### src/rtl/sdadc_defs.svh
/*
 * Constants of the converter serial port: command codes, field layout,
 * timing figures and reset values.
 * Assumes inclusion by bare name from the package and the design files.
 */
`ifndef SDADC_DEFS_SVH
`define SDADC_DEFS_SVH

`define SDADC_CMD_READ 8'h0_001
`define SDADC_CMD_READ_CONT 8'h0_003
`define SDADC_CMD_STOP_CONT 8'h0_00F
`define SDADC_CMD_REG_READ_BASE 8'h0_010
`define SDADC_CMD_REG_WRITE_BASE 8'h0_050
`define SDADC_CMD_OP_MASK 8'h0_0F0
`define SDADC_REG_IDX_MSB 2
`define SDADC_NUM_REGS 4
`define SDADC_REG_GAIN 2'h0
`define SDADC_REG_RATIO 2'h1
`define SDADC_REG_SCAN 2'h2
`define SDADC_REG_STATUS 2'h3
`define SDADC_GAIN_RESET 3'h0
`define SDADC_RATIO_RESET 3'h0
`define SDADC_SCAN_RESET 3'h0
`define SDADC_RESULT_BITS 24
`define SDADC_BYTE_BITS 8
`define SDADC_CLK_PERIOD_NS 100

`endif

### src/rtl/sdadc_pkg.sv
/*
 * Types shared by the converter serial port.
 * Assumes the constant header sits on the include path.
 */
package sdadc_pkg;
   `include "sdadc_defs.svh"

   typedef enum logic [2:0] {
      SDADC_CMD = 3'b000,
      SDADC_DATA = 3'b001,
      SDADC_REG_RD = 3'b010,
      SDADC_REG_WR = 3'b011,
      SDADC_IDLE = 3'b100
   } sdadc_phase_e;

   typedef struct packed {
      logic [2:0] gain_log2;
      logic [2:0] ratio_sel;
      logic scan_all;
      logic [1:0] channel;
   } sdadc_cfg_s;

   typedef struct packed {
      logic [23:0] value;
      logic [1:0] channel;
      logic over_range;
   } sdadc_result_s;
endpackage

### src/rtl/sdadc_pin_sync.sv
/*
 * Two-flop synchroniser for pins arriving from outside the core clock.
 * Assumes an asynchronous active-low reset and a constant reset level.
 */
`timescale 1ns/1ps
module sdadc_pin_sync import sdadc_pkg::*; #(
   parameter logic RESET_VAL = 1'b0
) (
   input wire logic core_clk,
   input wire logic rstn,
   input wire logic pin,
   output logic sync
);
   logic meta;

   always_ff @(posedge core_clk or negedge rstn) begin
      if (!rstn) begin
         meta <= RESET_VAL;
         sync <= RESET_VAL;
      end else begin
         meta <= pin;
         sync <= meta;
      end
   end
endmodule

### src/rtl/sdadc_serial_port.sv
/*
 * Serial port of a four-channel 24-bit sigma-delta converter: command
 * decoder, result shifter, small configuration file, ready and over-range.
 * Assumes the host keeps the link timing limits and that the filter side
 * presents each result with a one-cycle valid pulse.
 */
`timescale 1ns/1ps
`include "sdadc_defs.svh"
module sdadc_serial_port import sdadc_pkg::*; #(
   parameter int RESULT_BITS = `SDADC_RESULT_BITS
) (
   input wire logic core_clk,
   input wire logic rstn,
   input wire logic sel_n,
   input wire logic sclk,
   input wire logic sdi,
   output logic sdo,
   output logic sdo_oe,
   input wire sdadc_result_s result_in,
   input wire logic result_valid,
   output logic result_ready_n,
   output logic over_range_flag,
   output sdadc_cfg_s cfg,
   output logic cmd_read_result_continuous
);
   // ****************************************
   // Pin synchronisers
   // ****************************************
   logic sel_n_s, sclk_s, sdi_s, sclk_d;

   sdadc_pin_sync #(.RESET_VAL(1'b1)) u_sel (
      .core_clk(core_clk), .rstn(rstn), .pin(sel_n), .sync(sel_n_s));
   sdadc_pin_sync #(.RESET_VAL(1'b0)) u_sclk (
      .core_clk(core_clk), .rstn(rstn), .pin(sclk), .sync(sclk_s));
   sdadc_pin_sync #(.RESET_VAL(1'b0)) u_sdi (
      .core_clk(core_clk), .rstn(rstn), .pin(sdi), .sync(sdi_s));

   always_ff @(posedge core_clk or negedge rstn) begin
      if (!rstn) begin
         sclk_d <= 1'b0;
      end else begin
         sclk_d <= sclk_s;
      end
   end

   // Edges are only honoured inside a frame
   logic active, rise, fall;
   assign active = !sel_n_s;
   assign rise = active && sclk_s && !sclk_d;
   assign fall = active && !sclk_s && sclk_d;

   // ****************************************
   // Receive shifter and byte framing
   // ****************************************
   logic [7:0] rx_shift;
   logic [2:0] bit_cnt;
   logic byte_done;
   logic [7:0] rx_byte;
   assign rx_byte = {rx_shift[6:0], sdi_s};
   assign byte_done = rise && (bit_cnt == 3'h7);

   always_ff @(posedge core_clk or negedge rstn) begin
      if (!rstn) begin
         rx_shift <= 8'h0_000;
         bit_cnt <= 3'h0;
      end else if (!active) begin
         bit_cnt <= 3'h0;
      end else if (rise) begin
         rx_shift <= rx_byte;
         bit_cnt <= bit_cnt + 3'h1;
      end
   end

   // ****************************************
   // Command decoder
   // ****************************************
   sdadc_phase_e phase;
   logic [1:0] reg_idx;
   logic [4:0] bytes_left;
   logic [2:0] cfg_regs [`SDADC_NUM_REGS];
   logic load_result, load_reg;

   always_ff @(posedge core_clk or negedge rstn) begin
      if (!rstn) begin
         phase <= SDADC_CMD;
         reg_idx <= 2'h0;
         bytes_left <= 5'h0_000;
         cmd_read_result_continuous <= 1'b0;
      end else if (!active) begin
         phase <= SDADC_CMD;
      end else if (byte_done) begin
         case (phase)
            SDADC_CMD: begin
               reg_idx <= rx_byte[1:0];
               if (rx_byte == `SDADC_CMD_READ) begin
                  phase <= SDADC_DATA;
                  bytes_left <= 5'h0_003;
               end else if (rx_byte == `SDADC_CMD_READ_CONT) begin
                  cmd_read_result_continuous <= 1'b1;
               end else if (rx_byte == `SDADC_CMD_STOP_CONT) begin
                  cmd_read_result_continuous <= 1'b0;
               end else if ((rx_byte & `SDADC_CMD_OP_MASK) == `SDADC_CMD_REG_READ_BASE) begin
                  phase <= SDADC_REG_RD;
               end else if ((rx_byte & `SDADC_CMD_OP_MASK) == `SDADC_CMD_REG_WRITE_BASE) begin
                  phase <= SDADC_REG_WR;
               end
            end
            SDADC_DATA: begin
               bytes_left <= bytes_left - 5'h0_001;
               if (bytes_left == 5'h0_001) begin
                  phase <= SDADC_CMD;
               end
            end
            SDADC_REG_RD: phase <= SDADC_CMD;
            SDADC_REG_WR: phase <= SDADC_CMD;
            default: phase <= SDADC_CMD;
         endcase
      end
   end

   assign load_result = byte_done && (phase == SDADC_CMD) && (rx_byte == `SDADC_CMD_READ);
   assign load_reg = byte_done && (phase == SDADC_CMD) &&
      ((rx_byte & `SDADC_CMD_OP_MASK) == `SDADC_CMD_REG_READ_BASE);

   // ****************************************
   // Configuration registers
   // ****************************************
   always_ff @(posedge core_clk or negedge rstn) begin
      if (!rstn) begin
         cfg_regs[0] <= `SDADC_GAIN_RESET;
         cfg_regs[1] <= `SDADC_RATIO_RESET;
         cfg_regs[2] <= `SDADC_SCAN_RESET;
         cfg_regs[3] <= 3'h0;
      end else if (byte_done && phase == SDADC_REG_WR && reg_idx != `SDADC_REG_STATUS) begin
         cfg_regs[reg_idx] <= rx_byte[2:0];
      end
   end

   // Channel pointer advances per result in scan mode
   logic [1:0] scan_ch;
   always_ff @(posedge core_clk or negedge rstn) begin
      if (!rstn) begin
         scan_ch <= 2'h0;
      end else if (result_valid && cfg_regs[2][2]) begin
         scan_ch <= scan_ch + 2'h1;
      end
   end

   always_ff @(posedge core_clk or negedge rstn) begin
      if (!rstn) begin
         cfg <= '0;
      end else begin
         cfg.gain_log2 <= cfg_regs[0];
         cfg.ratio_sel <= cfg_regs[1];
         cfg.scan_all <= cfg_regs[2][2];
         cfg.channel <= cfg_regs[2][2] ? scan_ch : cfg_regs[2][1:0];
      end
   end

   // ****************************************
   // Result latch, ready and over-range
   // ****************************************
   logic [RESULT_BITS-1:0] result_word;
   logic cont_load;
   assign cont_load = cmd_read_result_continuous && !result_ready_n && phase == SDADC_CMD &&
      active && bit_cnt == 3'h0 && rise;

   always_ff @(posedge core_clk or negedge rstn) begin
      if (!rstn) begin
         result_word <= '0;
         over_range_flag <= 1'b0;
      end else if (result_valid) begin
         result_word <= result_in.value;
         over_range_flag <= result_in.over_range;
      end
   end

   // New result wins over a read in the same cycle
   always_ff @(posedge core_clk or negedge rstn) begin
      if (!rstn) begin
         result_ready_n <= 1'b1;
      end else if (result_valid) begin
         result_ready_n <= 1'b0;
      end else if (load_result || (phase == SDADC_DATA && bytes_left == 5'h0_001 && byte_done)) begin
         result_ready_n <= 1'b1;
      end
   end

   // ****************************************
   // Transmit shifter
   // ****************************************
   logic [RESULT_BITS-1:0] tx_shift;
   always_ff @(posedge core_clk or negedge rstn) begin
      if (!rstn) begin
         tx_shift <= '0;
         sdo <= 1'b0;
      end else if (load_result) begin
         tx_shift <= result_word;
      end else if (load_reg) begin
         tx_shift <= {cfg_regs[rx_byte[1:0]], {(RESULT_BITS-3){1'b0}}};
      end else if (fall) begin
         sdo <= tx_shift[RESULT_BITS-1];
         tx_shift <= {tx_shift[RESULT_BITS-2:0], 1'b0};
      end
   end

   always_ff @(posedge core_clk or negedge rstn) begin
      if (!rstn) begin
         sdo_oe <= 1'b0;
      end else begin
         sdo_oe <= active;
      end
   end

   // ****************************************
   // Checks
   // ****************************************
   oe_released_a: assert property (@(posedge core_clk) disable iff (!rstn)
      sel_n_s |=> !sdo_oe) else $error("output driven with select high");
   sdo_on_fall_a: assert property (@(posedge core_clk) disable iff (!rstn)
      ($changed(sdo)) |-> $past(fall)) else $error("output changed off a falling edge");
   ready_on_result_a: assert property (@(posedge core_clk) disable iff (!rstn)
      result_valid |=> !result_ready_n) else $error("ready not asserted");
   over_range_a: assert property (@(posedge core_clk) disable iff (!rstn)
      result_valid |=> over_range_flag == $past(result_in.over_range))
      else $error("over-range not reported");
   idle_bits_a: assert property (@(posedge core_clk) disable iff (!rstn)
      sel_n_s |=> bit_cnt == 3'h0) else $error("bit count ran outside frame");
   rx_sample_a: assert property (@(posedge core_clk) disable iff (!rstn)
      rise |=> rx_shift[0] == $past(sdi_s)) else $error("input not sampled on rise");
   ratio_cfg_a: assert property (@(posedge core_clk) disable iff (!rstn)
      (byte_done && phase == SDADC_REG_WR && reg_idx == `SDADC_REG_RATIO) |=> ##1
      cfg.ratio_sel == $past(rx_byte[2:0], 2)) else $error("ratio not applied");
   load_word_a: assert property (@(posedge core_clk) disable iff (!rstn)
      load_result |=> tx_shift == $past(result_word)) else $error("result not loaded");
   unused_cont_a: assert property (@(posedge core_clk) disable iff (!rstn)
      (result_valid && cfg_regs[2][2] && !cont_load) |=> scan_ch == $past(scan_ch) + 2'h1)
      else $error("scan did not advance");
endmodule

### config.mk
export PLATFORM = sky130hd
export DESIGN_NAME = sdadc_serial_port
export DESIGN_NICKNAME = d
export VERILOG_FILES = /design/src/rtl/sdadc_pkg.sv /design/src/rtl/sdadc_pin_sync.sv /design/src/rtl/sdadc_serial_port.sv
export VERILOG_INCLUDE_DIRS = /design/src /design/src/rtl
export SDC_FILE = /design/constraint.sdc
export NUM_CORES = 1
export LEC_CHECK = 0
export BUFFER_PORTS_ARGS = -buffer_cell sky130_fd_sc_hd__buf_2
export CAP_MARGIN = 40
export CORE_ASPECT_RATIO = 0.5
export CORE_MARGIN = 3
export CORE_UTILIZATION = 50
export CTS_BUF_LIST = sky130_fd_sc_hd__clkbuf_4 sky130_fd_sc_hd__clkbuf_8
export CTS_CLUSTER_SIZE = 14
export DETAILED_ROUTE_END_ITERATION = 7
export PLACE_DENSITY = 0.81
export REMOVE_ABC_BUFFERS = 1
export SLEW_MARGIN = 10
export SYNTH_ARGS = -nofsm -noshare
export SYNTH_HDL_FRONTEND = slang
export SYNTH_HIERARCHICAL = 1
export SYNTH_SLANG_ARGS = --single-unit
export TNS_END_PERCENT = 5
### constraint.sdc
create_clock -name core_clk -period 2.3 [get_ports core_clk]
set_input_delay 0.23 -clock core_clk [delete_from_list [all_inputs] [get_ports core_clk]]
set_output_delay 0.23 -clock core_clk [all_outputs]
set_load 0.05 [all_outputs]
---- Yosys cells after proc, flatten, opt, wreduce, memory -nomap -nowiden ----
Index checks and enable logic that the tools add are counted.
W data, S select, Z words.
operators by class
  eq/ne operators ......................... 15
  reductions and logical operators ........ 31
  add/sub/neg operators ................... 3
  magnitude comparators ................... 3
  bitwise operators ....................... 6
  muxes and demuxes ....................... 27
operators with widths
  kind                   number
  $mux W24               3
  $mux W3                13
  $logic_and A1 B1 Y1    14
  $bwmux W12             1
  $pmux W5 S2            1
  $reduce_and A5 Y1      2
  $reduce_bool A2 Y1     5
  $eq A8 B1 Y1 const B   1
  $eq A8 B2 Y1 const B   1
  $eq A8 B4 Y1 const B   1
  $ne A4 B3 Y1 const B   2
  $bmux W3 S2            1
  $demux W3 S2           1
  $ge A3 B3 Y1 const B   2
  $not A2 Y3             2
  $pmux W3 S2            1
  $reduce_and A3 Y1      2
  $eq A5 B1 Y1 const B   1
  $mux W5                1
  $ne A5 B4 Y1 const B   1
  $sub A5 B1 Y5 const B  1
  $eq A4 B1 Y1 const B   1
  $eq A4 B3 Y1 const B   1
  $mux W1                4
  other kinds (16)       22
word-level totals
  bits of input ports ..................... 33
  register bits ........................... 103
  output and inout port bits .............. 14
  word-level logic and storage cells ...... 113

---- Depth between registers and ports, before layout ----
  depth in word-level cells ............... 9
  gate-level depth with buffers ........... 8
  gate-level depth less buffers ........... 7

---- Cells and area by module ----
The synthesis kept the hierarchy.
modules (own cells, without submodules)
  module                       seq. area each (µm²)  instances  area each (µm²)  cells each
  sdadc_serial_port            2403.6                1          4254.1           316
  sdadc_pin_sync (u_sclk ...)  50.0                  2          50.0             2
  sdadc_pin_sync (u_sel)       52.6                  1          52.6             2

---- Worst setup path after synthesis ----
OpenSTA, ideal clock, no wires.
  kind .................................... register to register
  from .................................... reg bit_cnt[0]
  to ...................................... reg cfg_regs[4] (netlist bit)
  data required time ...................... 2172 ps
  stages on the path, launching flop included .. 8
  period minus slack after synthesis ...... 1790 ps
  setup slack ............................. 510 ps
  path buffers ............................ 0
  library setup time ...................... 128 ps
  arrival ................................. 1663 ps
  cell sequence ........................... dfrtp_1 ha_1 ha_1 nand3b_4 nor2_1 nand3_1 nor3b_2 mux2_1
between the ends
  longest elaborated chain between the ends .. 4
ends and longest elaborated chain
  item                                  line                      text
  start, declared                       sdadc_serial_port.sv:56   logic [2:0] bit_cnt;
  start signal, assigned                sdadc_serial_port.sv:70   bit_cnt <= bit_cnt + 3'h1;
  $eq A3 B3 Y1                          sdadc_serial_port.sv:60   assign byte_done = rise && (bit_cnt == 3'h7);
  $logic_and A1 B1 Y1                   sdadc_serial_port.sv:60
  $logic_and A1 B1 Y1                   sdadc_serial_port.sv:134  end else if (byte_done && phase == SDADC_REG_WR && reg_idx != `SDADC_REG_STATUS) begin
  $logic_and A1 B1 Y1 (no source line)  n/a
  end signal, assigned by index         sdadc_serial_port.sv:135  cfg_regs[reg_idx] <= rx_byte[2:0];
  end, declared                         sdadc_serial_port.sv:80   logic [2:0] cfg_regs [`SDADC_NUM_REGS];
Every way passes these cells.
A chain may end at the register's enable or synchronous reset.

---- Worst setup path after layout ----
  from .................................... reg bit_cnt[0]
  to ...................................... reg cfg_regs[3] (netlist bit)
The elaborated chain is that of the path after synthesis.

==> implementation parameters <==
Parameter                              Value

Hold path
  Worst Hold End    result_word[16]
  Number of instances on the worst hold path    2
  Path class of the lowest-slack min-delay path    input port to register
  Min-Delay Startpoint    result_in[19]

Clocking
  Number of buffers added for setup after CTS    0
  Clock sinks    102
  Clock tree root driver cell    clkbuf_8
  Post-cts resize count    0
  Number of clock buffers inserted by TritonCTS    9
  Clock latency at the later pin of the worst-skew pair    370 ps
  Number of levels the H-tree was split into    3
  CTS clk-pin slew, worst paths    100 ps
  TritonCTS clock tree    built
  Maximum clock insertion buffer count    2

Finish
  Most common cell after layout, fill and taps aside    dfrtp_1
  Fraction of final layout cells with drive strength greater than 1    38.7%
  Highest-count cells in the layout ignoring fill and taps    dfrtp_1, buf_2, mux2_2
  Growth of design area from synthesis to finish    12.4%
  Antenna diodes    0
  Final Net Count    404
  Final instance area    0.00495 mm^2
  Number of fillers in the final layout    638

Job
  Number of max-capacitance violations reported    0

Routing
  Number of DRC violations after detailed routing    0
  Post-detailed-route count of antenna-violating nets    0
  Post-DR vias/cell    5.48
  Routed vias    2651
  Detailed-route wire length per cell    16.7 um
  Detailed-router iteration count before antenna repair    4
  Routed WL    8.08 mm
  DRT iter0 DRCs    178

Die
  Die Y    72.4 um
  Initial core utilization    53.2%
  Width of the die    139 um
  DIE AREA    0.0100 mm^2
  Standard cell core area    0.00829 mm^2
  # IOs    47
  Number of placement rows    23

GRT
  Pin count of the biggest net entering global routing    59
  Antenna violations before repair    0
  Global-route congestion overflow total    0
  Global-route wire length before repair    14.1 mm
  Global-route total usage across every layer    17.5%
  Number of global-route vias before repair    2870

Setup path
  Number of cells traversed by the worst register-to-register path    7
  Critical Path Start Type    register
  Worst reg2reg setup slack    210 ps
  Req. time, crit path    2560 ps
  Highest fanout seen on the critical path    9
  Launch instance of the worst register-to-register path    bit_cnt[0]
  Source of the critical timing path    bit_cnt[0]
  Arrival time at the worst endpoint    2350 ps
  Category of the worst setup path capture point    register
  Kind of critical path    register to register
  Reg2Reg Capture Point    cfg_regs[3]

Placed design
  Setup slack at placement    238 ps
  Routability cong.    0.773
  Detail Placement HPWL    5.49 mm
  Port bufs    44
  Post-Place Cell Area    0.00472 mm^2

STA
  Final critical-path required period    2090 ps
  Headroom to the max-slew limit    50.7%
  Hold Vio Cnt, Final    0
  RSZ-0062 raised after global routing    no
  Slew of the pin with the lowest slew margin    739 ps
  Final clock period utilization by the worst path    90.9%
  Setup total negative slack    0 ps
  Worst Skew    9.51 ps
  Count of pins over their slew limit    0
  Achievable clock frequency    0.478 GHz
  Final worst-path setup slack    209 ps
  Setup violators final    0

Yosys
  Fraction of the yosys area taken by sequential cells    58.0%
  Post-synthesis area per instance    13.7 um^2
  Count of warnings emitted by yosys    6
  Most used flip-flop cell after synthesis    dfrtp_1
  Number of enable flip-flop cells after synthesis    0
  Flops & latches, synth    102
  Number of standard cells after synthesis    322
  Cell area after technology mapping    0.00441 mm^2
  Synth cell types    54
  Async S/R FF share, synth    100%

Run status
  Status    complete, no violations

Power and ir drop
  Leak pwr    2.19 nW
  Power per cell area    759 mW/mm^2
  Max rail drop VDD    0.000292 V
[worst max-delay path by stage]
stage / to / slack, ps / depth (start not counted)
2_1_floorplan: tx_shift[4] / 320 / 5
3_3_place_gp: tx_shift[14] / 330 / 6
3_5_place_dp: cfg_regs[4] / 240 / 7
4_1_cts: cfg_regs[3] / 210 / 7
5_1_grt: tx_shift[12] / 70 / 6
6_report: cfg_regs[3] / 210 / 7
[timing repair]
item / in CTS / in global routing
endpoints found under the hold margin: 56 / 0
endpoints found under the setup margin: 0 / 0
hold buffers: 4 / 0
[sequential cells by signal, summed over array words and instances, names as in the netlist, 2 cells and up]
register,count
cfg_regs,12
rx_shift,7
result_word,24
reg_idx,2
bytes_left,5
bit_cnt,3
phase,2
cfg,9
scan_ch,2
tx_shift,24
[synth_stat cells, types with 4 or more instances]
library cell	number	area, um^2
nor2_1	16	60.1
o21ai_1	20	100
nand2_1	27	101
dfrtp_1	99	2480
a2bb2oi_2	20	300
mux2_2	38	428
clkbuf_1	9	33.8
nand3_1	4	20.0
mux2_1	7	78.8
xor2_1	4	35.0
ha_1	4	50.1
buf_6	6	67.6
[metal layers]
layer	part of all wire, %	GRT usage [%]	routed length, um
met1	45	22.4	3670
met2	49	29.5	3990
met3	3.3	4.54	266
met4	1.9	6.62	156
met5	0	0	0
[worst max-delay path: stages, from the launching register on]
cell and delay, ps:
dfrtp_1 380, ha_1 160, ha_1 190, nand3b_4 150
nor2_1 160, nand3_1 180, nor3b_2 360, mux2_1 390
[area by class of cell]
class                   instances  area [um^2]  share of cell area, %
repair buffers                 55          353                   7.12
multi-input cells             196         1700                   34.4
clock buffers                  10          138                   2.78
inverters                       3         11.3                  0.227
flip-flops and latches        102         2560                   51.6
clock inverters                 6         52.6                   1.06
well taps                     112          140                   2.83
[power breakdown]
group	leakage [nW]	internal (mW)	switching [mW]	total, mW
combinational	0.851	0.285	0.206	0.491
clock	0.0914	0.440	0.640	1.08
sequential	1.25	2.00	0.187	2.19
[logic make-up after synthesis]
group | Yosys count | share of synthesized area [%]
buf+inv | 24 | 3.38
flops | 102 | 58.0
compound gates | 64 | 13.3
xor+xnor | 6 | 1.19
fa+ha+maj | 4 | 1.14
simple gates | 72 | 9.37
mux | 50 | 13.6
[through the flow]
stage                     std cells  total power, mW  util [%]  hold WS (ps)
after global routing            484             3.95      59.8          62.4
after floorplan                 301             2.53         -         -65.6
after global placement          464             2.67      57.0           315
after CTS                       484             3.80      59.8          53.3
final                           484             3.76      59.8          77.5
after detailed placement        464             2.71      57.0           336
Power figures use the tool's default switching activity.
